### config.mk
export PLATFORM = sky130hd
export DESIGN_NAME = pefr_event_flags
export DESIGN_NICKNAME = d
export VERILOG_FILES = /design/src/pefr_pkg.sv /design/src/pefr_event_flags.sv /design/src/pefr_event_sync.sv
export SDC_FILE = /design/constraint.sdc
export NUM_CORES = 1
export LEC_CHECK = 0
export BUFFER_PORTS_ARGS = -buffer_cell sky130_fd_sc_hd__buf_2
export CELL_PAD_IN_SITES_DETAIL_PLACEMENT = 1
export CELL_PAD_IN_SITES_GLOBAL_PLACEMENT = 2
export CORE_UTILIZATION = 34
export CTS_CLUSTER_SIZE = 10
export DETAILED_ROUTE_END_ITERATION = 8
export GPL_TIMING_DRIVEN = 0
export PLACE_DENSITY = 0.85
export SYNTH_ARGS = -nofsm -noshare
export SYNTH_HDL_FRONTEND = slang
export SYNTH_SLANG_ARGS = --single-unit
### constraint.sdc
create_clock -name core_clk_i -period 2.3 [get_ports core_clk_i]
set_input_delay 0.115 -clock core_clk_i [delete_from_list [all_inputs] [get_ports core_clk_i]]
set_output_delay 0.115 -clock core_clk_i [all_outputs]
set_load 0.02 [all_outputs]
### src/pefr_pkg.sv
`default_nettype none
package pefr_pkg;
	localparam logic [4:0] EVT_REG_ADDR = 5'h1b;
	localparam int EVT_COUNT = 8;
	localparam int FLAG_LSB = 0;
	localparam int ENABLE_LSB = 8;
	localparam logic [7:0] FLAG_RESET = 8'h00;
	localparam logic [7:0] ENABLE_RESET = 8'h00;
	// event bit positions within the flag byte
	localparam int EV_LINK_UP = 0;
	localparam int EV_REMOTE_FAULT = 1;
	localparam int EV_LINK_DOWN = 2;
	localparam int EV_PARTNER_ACK = 3;
	localparam int EV_PAR_DET_FAULT = 4;
	localparam int EV_PAGE_RX = 5;
	localparam int EV_RX_ERROR = 6;
	localparam int EV_JABBER = 7;
	localparam int SYNC_STAGES = 3;
endpackage
`default_nettype wire

### src/pefr_event_flags.sv
`default_nettype none
// What this block does
// bit 11 is a read/write enable for the partner acknowledge event, reset zero.
// bit 10 is a read/write enable for the link down event, reset zero.
// bit 9 is a read/write enable for the remote fault event, reset zero.
// bit 8 is a read/write enable for the link up event, reset zero.
// bit 7 is a read-only sticky flag set by a jabber condition, reset zero.
// bit 6 is a read-only sticky flag set by a receive error, reset zero.
// bit 5 is a read-only sticky flag set by a received page, reset zero.
// bit 4 is a read-only sticky flag set by a parallel detect fault, reset zero.
// bit 3 is a read-only sticky flag set by partner acknowledge, reset zero.
// bit 2 is a read-only sticky flag set when the link goes down, reset zero.
// bit 1 is a read-only sticky flag set by a remote fault, reset zero.
// bit 0 is a read-only sticky flag set when the link comes up, reset zero.
// bits 15 to 12 enable jabber, receive error, page and parallel fault, reset zero.
// bit 12 lets the parallel detect fault event raise the interrupt.
// a register read clears each flag unless its event recurs in that cycle.
// the interrupt output irq_n_o is low while any flag is set together with its enable.
module pefr_event_flags #(
	parameter int NUM_EVT = pefr_pkg::EVT_COUNT
) (
	input wire logic core_clk_i,
	input wire logic rst_n_i,
	input wire logic [4:0] reg_addr_i,
	input wire logic reg_wr_i,
	input wire logic reg_rd_i,
	input wire logic [15:0] reg_wdata_i,
	output logic [15:0] reg_rdata_o,
	input wire logic [NUM_EVT-1:0] evt_async_i,
	output logic irq_n_o
);
	logic [NUM_EVT-1:0] enable_r;
	logic [NUM_EVT-1:0] flag_r;
	logic [15:0] rdata_r;
	logic [NUM_EVT-1:0] evt_pulse;

	pefr_event_sync #(.WIDTH(NUM_EVT)) u_sync (
		.core_clk_i(core_clk_i),
		.rst_n_i(rst_n_i),
		.evt_async_i(evt_async_i),
		.evt_pulse_o(evt_pulse)
	);

	wire hit_w = (reg_addr_i == pefr_pkg::EVT_REG_ADDR);
	wire rd_hit_w = hit_w & reg_rd_i;
	wire wr_hit_w = hit_w & reg_wr_i;
	// only the upper byte is writable
	wire [NUM_EVT-1:0] enable_nxt = wr_hit_w ?
		reg_wdata_i[pefr_pkg::ENABLE_LSB +: NUM_EVT] : enable_r;
	// set wins over read clear
	wire [NUM_EVT-1:0] flag_nxt = evt_pulse | (rd_hit_w ? '0 : flag_r);
	wire [15:0] rdata_nxt = hit_w ? {enable_r, flag_r} : 16'h0000;

	always_ff @(posedge core_clk_i) begin
		if (!rst_n_i) begin
			enable_r <= pefr_pkg::ENABLE_RESET;
			flag_r <= pefr_pkg::FLAG_RESET;
			rdata_r <= 16'h0000;
		end else begin
			enable_r <= enable_nxt;
			flag_r <= flag_nxt;
			rdata_r <= rdata_nxt;
		end
	end

	assign reg_rdata_o = rdata_r;
	assign irq_n_o = ~|(flag_r & enable_r);

	flag_clear_a: assert property (@(posedge core_clk_i) disable iff (!rst_n_i)
		rd_hit_w && !evt_pulse[0] |=> !flag_r[0])
		else $error("flag not cleared by read");
	flag_sticky_a: assert property (@(posedge core_clk_i) disable iff (!rst_n_i)
		flag_r[0] && !rd_hit_w |=> flag_r[0])
		else $error("flag lost without read");
	flag_set_a: assert property (@(posedge core_clk_i) disable iff (!rst_n_i)
		evt_pulse[3] |=> flag_r[3])
		else $error("event not latched");
	jabber_set_a: assert property (@(posedge core_clk_i) disable iff (!rst_n_i)
		evt_pulse[7] |=> flag_r[7])
		else $error("jabber not latched");
	enable_wr_a: assert property (@(posedge core_clk_i) disable iff (!rst_n_i)
		wr_hit_w |=> enable_r[3] == $past(reg_wdata_i[11]))
		else $error("enable not written");
	enable_hold_a: assert property (@(posedge core_clk_i) disable iff (!rst_n_i)
		!wr_hit_w |=> $stable(enable_r))
		else $error("enable changed without write");
	irq_gate_a: assert property (@(posedge core_clk_i) disable iff (!rst_n_i)
		flag_r[4] && enable_r[4] |-> !irq_n_o)
		else $error("interrupt not raised");
	irq_idle_a: assert property (@(posedge core_clk_i) disable iff (!rst_n_i)
		(flag_r & enable_r) == '0 |-> irq_n_o)
		else $error("spurious interrupt");
	read_data_a: assert property (@(posedge core_clk_i) disable iff (!rst_n_i)
		rd_hit_w |=> reg_rdata_o[10] == $past(enable_r[2]))
		else $error("read data wrong");

	up_set_a: assert property (@(posedge core_clk_i) disable iff (!rst_n_i)
		evt_pulse[0] |=> flag_r[0])
		else $error("link up event not latched");

	rfault_set_a: assert property (@(posedge core_clk_i) disable iff (!rst_n_i)
		evt_pulse[1] |=> flag_r[1])
		else $error("remote fault event not latched");

	down_set_a: assert property (@(posedge core_clk_i) disable iff (!rst_n_i)
		evt_pulse[2] |=> flag_r[2])
		else $error("link down event not latched");

	pdf_set_a: assert property (@(posedge core_clk_i) disable iff (!rst_n_i)
		evt_pulse[4] |=> flag_r[4])
		else $error("parallel fault event not latched");

	page_set_a: assert property (@(posedge core_clk_i) disable iff (!rst_n_i)
		evt_pulse[5] |=> flag_r[5])
		else $error("page event not latched");

	rxerr_set_a: assert property (@(posedge core_clk_i) disable iff (!rst_n_i)
		evt_pulse[6] |=> flag_r[6])
		else $error("receive error event not latched");

	rfault_clear_a: assert property (@(posedge core_clk_i) disable iff (!rst_n_i)
		rd_hit_w && !evt_pulse[1] |=> !flag_r[1])
		else $error("remote fault flag not cleared by read");

	down_clear_a: assert property (@(posedge core_clk_i) disable iff (!rst_n_i)
		rd_hit_w && !evt_pulse[2] |=> !flag_r[2])
		else $error("link down flag not cleared by read");

	ack_clear_a: assert property (@(posedge core_clk_i) disable iff (!rst_n_i)
		rd_hit_w && !evt_pulse[3] |=> !flag_r[3])
		else $error("partner ack flag not cleared by read");

	pdf_clear_a: assert property (@(posedge core_clk_i) disable iff (!rst_n_i)
		rd_hit_w && !evt_pulse[4] |=> !flag_r[4])
		else $error("parallel fault flag not cleared by read");

	page_clear_a: assert property (@(posedge core_clk_i) disable iff (!rst_n_i)
		rd_hit_w && !evt_pulse[5] |=> !flag_r[5])
		else $error("page flag not cleared by read");

	rxerr_clear_a: assert property (@(posedge core_clk_i) disable iff (!rst_n_i)
		rd_hit_w && !evt_pulse[6] |=> !flag_r[6])
		else $error("receive error flag not cleared by read");

	jabber_clear_a: assert property (@(posedge core_clk_i) disable iff (!rst_n_i)
		rd_hit_w && !evt_pulse[7] |=> !flag_r[7])
		else $error("jabber flag not cleared by read");

	up_enable_a: assert property (@(posedge core_clk_i) disable iff (!rst_n_i)
		wr_hit_w |=> enable_r[0] == $past(reg_wdata_i[8]))
		else $error("link up enable not written");

	rfault_enable_a: assert property (@(posedge core_clk_i) disable iff (!rst_n_i)
		wr_hit_w |=> enable_r[1] == $past(reg_wdata_i[9]))
		else $error("remote fault enable not written");

	down_enable_a: assert property (@(posedge core_clk_i) disable iff (!rst_n_i)
		wr_hit_w |=> enable_r[2] == $past(reg_wdata_i[10]))
		else $error("link down enable not written");

	pdf_enable_a: assert property (@(posedge core_clk_i) disable iff (!rst_n_i)
		wr_hit_w |=> enable_r[4] == $past(reg_wdata_i[12]))
		else $error("parallel fault enable not written");

	page_enable_a: assert property (@(posedge core_clk_i) disable iff (!rst_n_i)
		wr_hit_w |=> enable_r[5] == $past(reg_wdata_i[13]))
		else $error("page enable not written");

	rxerr_enable_a: assert property (@(posedge core_clk_i) disable iff (!rst_n_i)
		wr_hit_w |=> enable_r[6] == $past(reg_wdata_i[14]))
		else $error("receive error enable not written");

	jabber_enable_a: assert property (@(posedge core_clk_i) disable iff (!rst_n_i)
		wr_hit_w |=> enable_r[7] == $past(reg_wdata_i[15]))
		else $error("jabber enable not written");

	up_irq_a: assert property (@(posedge core_clk_i) disable iff (!rst_n_i)
		evt_pulse[0] && enable_r[0] && !wr_hit_w |=> !irq_n_o)
		else $error("link up interrupt not raised");

	rfault_irq_a: assert property (@(posedge core_clk_i) disable iff (!rst_n_i)
		evt_pulse[1] && enable_r[1] && !wr_hit_w |=> !irq_n_o)
		else $error("remote fault interrupt not raised");

	down_irq_a: assert property (@(posedge core_clk_i) disable iff (!rst_n_i)
		evt_pulse[2] && enable_r[2] && !wr_hit_w |=> !irq_n_o)
		else $error("link down interrupt not raised");

	ack_irq_a: assert property (@(posedge core_clk_i) disable iff (!rst_n_i)
		evt_pulse[3] && enable_r[3] && !wr_hit_w |=> !irq_n_o)
		else $error("partner ack interrupt not raised");

	pdf_irq_a: assert property (@(posedge core_clk_i) disable iff (!rst_n_i)
		evt_pulse[4] && enable_r[4] && !wr_hit_w |=> !irq_n_o)
		else $error("parallel fault interrupt not raised");

	page_irq_a: assert property (@(posedge core_clk_i) disable iff (!rst_n_i)
		evt_pulse[5] && enable_r[5] && !wr_hit_w |=> !irq_n_o)
		else $error("page interrupt not raised");

	rxerr_irq_a: assert property (@(posedge core_clk_i) disable iff (!rst_n_i)
		evt_pulse[6] && enable_r[6] && !wr_hit_w |=> !irq_n_o)
		else $error("receive error interrupt not raised");

	jabber_irq_a: assert property (@(posedge core_clk_i) disable iff (!rst_n_i)
		evt_pulse[7] && enable_r[7] && !wr_hit_w |=> !irq_n_o)
		else $error("jabber interrupt not raised");

	flag_read_a: assert property (@(posedge core_clk_i) disable iff (!rst_n_i)
		rd_hit_w |=> reg_rdata_o[7:0] == $past(flag_r))
		else $error("read did not return the flags before clearing");

	enable_read_a: assert property (@(posedge core_clk_i) disable iff (!rst_n_i)
		hit_w |=> reg_rdata_o[15:8] == $past(enable_r))
		else $error("read did not return the enables");

	unmapped_zero_a: assert property (@(posedge core_clk_i) disable iff (!rst_n_i)
		!hit_w |=> reg_rdata_o == 16'h0000)
		else $error("other address returned data");

	flag_keep_a: assert property (@(posedge core_clk_i) disable iff (!rst_n_i)
		!rd_hit_w |=> ($past(flag_r) & ~flag_r) == '0)
		else $error("flag cleared without a read");

	reset_state_a: assert property (@(posedge core_clk_i)
		!rst_n_i |=> flag_r == '0 && enable_r == '0 && reg_rdata_o == 16'h0000 && irq_n_o)
		else $error("state not cleared by reset");
endmodule // pefr_event_flags
`default_nettype wire

### src/pefr_event_sync.sv
`default_nettype none
// three-stage synchroniser with rising-edge pulse per event line
module pefr_event_sync #(
	parameter int WIDTH = 8
) (
	input wire logic core_clk_i,
	input wire logic rst_n_i,
	input wire logic [WIDTH-1:0] evt_async_i,
	output logic [WIDTH-1:0] evt_pulse_o
);
	logic [WIDTH-1:0] meta_r;
	logic [WIDTH-1:0] sync2_r;
	logic [WIDTH-1:0] sync3_r;
	logic [WIDTH-1:0] level_r;
	wire [WIDTH-1:0] agree_w = ~(sync2_r ^ sync3_r);
	wire [WIDTH-1:0] level_nxt = (agree_w & sync3_r) | (~agree_w & level_r);
	always_ff @(posedge core_clk_i) begin
		if (!rst_n_i) begin
			meta_r <= '0;
			sync2_r <= '0;
			sync3_r <= '0;
			level_r <= '0;
		end else begin
			meta_r <= evt_async_i;
			sync2_r <= meta_r;
			sync3_r <= sync2_r;
			level_r <= level_nxt;
		end
	end
	assign evt_pulse_o = level_nxt & ~level_r;
endmodule // pefr_event_sync
`default_nettype wire

==> impl_metrics.ini <==
[synth]
syn_area_um2 = 2066
seq_area_frac_synth = 0.6202
synth_area_leaders = dfxtp_1, and2_1, nand2_1
synth_area_per_cell_um2 = 10.59
post-synth-top-area-cell = dfxtp_1
yosysTopAreaCellShare = 0.6202
yosysUniqueCellTypes = 16
syn-num-nets = 228
syn-instance-count = 195
synth-seq-cells = 64
yosysWarnings = 0

[floorplanning]
die_y_um = 79.95
num_rows = 28
initial_core_util = 0.3510
die_area_um2 = 6391
dieWidth_um = 79.95
ios = 50
coreArea_um2 = 5886

[sta]
timing.final.crit_share = 0.5960
final_max_slew_viol_count = 0
setup_violations = 0
skew_ps = 5.805
setup_slack_ps = 929.3
hold_viol = 0
worst_slew_pin_slew_ps = 414.3
rsz0062_at_grt = false
maxSlewHeadroom = 0.7238
fin_crit_ps = 1371
max_freq_mhz = 729.5
setup_tns_ps = 0

[min_path]
hp-class = in -> reg

[clock_network]
htree_num_levels = 3
cts_setup_buffers = 0
cts_root_buffer = clkbuf_8
cts.sinks = 64
cts_buffers = 9
path_clk_slew_ps = 60
cts_buffer_depth = 2
clock_latency_ps = 340
cts_tree = done

[place]
routabilityCongestion = 0.7191
io_buffers = 41
dp_slack_ps = 1245
place_hpwl_mm = 2.909
dp.cells = 311

[grt]
grt_start_max_net_pins = 11
grt-ovfl-total = 0
grt_pass1_wl_mm = 6.886
grt_pass1_vias = 1526
track_usage = 0.1482
antenna_found_initial = 0

[routing]
drt_first_pass_iters = 4
route.detailed.drc = 0
drtAntennaViolNets = 0
wl_mm = 4.098
drtIter0Drc = 29
viasPerCell = 4.496
vias = 1506
avgRoutedWirePerCell_um = 12.23

[final_layout]
utilization = 0.4517
drive_gt1_frac = 0.2462
area_growth_syn_to_layout_pct = 28.71
fin_nets = 288
layout.cells.non_filler = 335
antennaDiodeCount = 0

[critical_path]
worstPathCellList = a22oi_1 > and4_1 > buf_2
worstPathRequired_ps = 2180
end_kind = primary output
crit_path_start_kind = flop
cpMaxStageDelayCell = dfxtp_1
critPathMaxStageDelay_ps = 340
arrival_ps = 1260
worstPathMaxFanout = 3
critical_path_class = reg -> out

[outcome]
status = complete, no violations

[pwr]
ir_drop_uv = 413.6
p_per_area_nw_per_um2 = 847.8
p_leak_nw = 1.107

[run]
maxCapViolCount = 0
[critical path, delay by kind of cell (launching register included)]
family,cells,cell delay [ps]
flip-flops,1,340
AND/OR/NAND/NOR,1,220
buffers and inverters,1,160
AO/OA/AOI/OAI,1,210
[cell families after synthesis]
family,share of synthesized area
AND/OR/NAND/NOR,0.2338
flip-flops,0.6202
AO/OA/AOI/OAI,0.08722
multiplexers,0.03877
buffers and inverters,0.01998
[power by group]
part	internal (mW)	switching (mW)
Clock	0.639	0.396
Sequential	1.13	0.00959
Combinational	0.0416	0.0395
[cells in the mapped netlist]
| cell type | number |
|---|---|
| dfxtp_1 | 64 |
| buf_4 | 2 |
| mux2i_1 | 8 |
| inv_2 | 1 |
| nor2_4 | 2 |
| nand4b_4 | 1 |
| and2_1 | 40 |
| nand2_1 | 42 |
| a21oi_1 | 8 |
| buf_2 | 3 |
| o32ai_1 | 8 |
| and4_1 | 1 |
| clkbuf_1 | 2 |
| nor2_8 | 1 |
| a22oi_1 | 4 |
| o21ai_0 | 8 |
[timing repair]
action | 4_1_cts | 5_1_grt
hold buffers | 8 | 0
gates resized for setup | 0 | 0
endpoints found under the hold margin | 8 | 0
[layer usage]
layer | track usage | up-vias | wire, µm
met1 | 0.1541 | 697 | 1801
met2 | 0.2538 | 39 | 1990
met4 | 0.06429 | 0 | 69
met5 | 0 | - | 0
li1 | - | 763 | -
met3 | 0.06971 | 7 | 236
[final timing paths]
check                          from           endpoint  slack (ps)  cells past startpoint
hold reg to reg    u_sync.meta_r[5]  u_sync.sync2_r[5]         430                      1
setup reg to reg  u_sync.sync2_r[7]          flag_r[7]        1570                      2
setup / recovery          flag_r[0]            irq_n_o         930                      3
hold / removal       reg_wdata_i[8]        enable_r[0]          20                      3
[sequential cells by signal, indices dropped and copies added, names as in the netlist]
name	cells
u_sync.level_r	8
enable_r	8
u_sync.sync3_r	8
flag_r	8
reg_rdata_o	16
u_sync.sync2_r	8
u_sync.meta_r	8
[cell usage in the layout (no fill, tap or decap), types with 4 or more instances in the layout]
| master | netlist | routed |
|---|---|---|
| a21oi_1 | 8 | 8 |
| a22oi_1 | 4 | 4 |
| and2_1 | 40 | 40 |
| buf_2 | 3 | 44 |
| clkbuf_1 | 2 | 5 |
| clkbuf_8 | 0 | 10 |
| dfxtp_1 | 64 | 64 |
| dlygate4sd3_1 | 0 | 8 |
| mux2i_1 | 8 | 8 |
| nand2_1 | 42 | 42 |
| o21ai_0 | 8 | 8 |
| o32ai_1 | 8 | 8 |
[per-stage QoR]
stage	hold WS, ps	power (mW)	area [µm²]
3_5_place_dp	325.7	1.236	2365
4_1_cts	5.078	2.297	2659
5_1_grt	14.63	2.359	2659
6_report	21.68	2.254	2659
3_3_place_gp	320.1	1.232	2365
2_1_floorplan	242.3	1.197	2066
[final cells by class]
type / instances / area (µm²)
Clock buffer: 13 / 148.9
Tap cell: 75 / 93.84
Clock inverter: 3 / 65.06
Buffer: 7 / 37.54
Inverter: 1 / 3.754
Multi-Input combinational cell: 123 / 743.2
Sequential cell: 64 / 1281
Timing Repair Buffer: 49 / 285.3
Fill cell: 691 / 3227
Power figures use the tool's default switching activity.
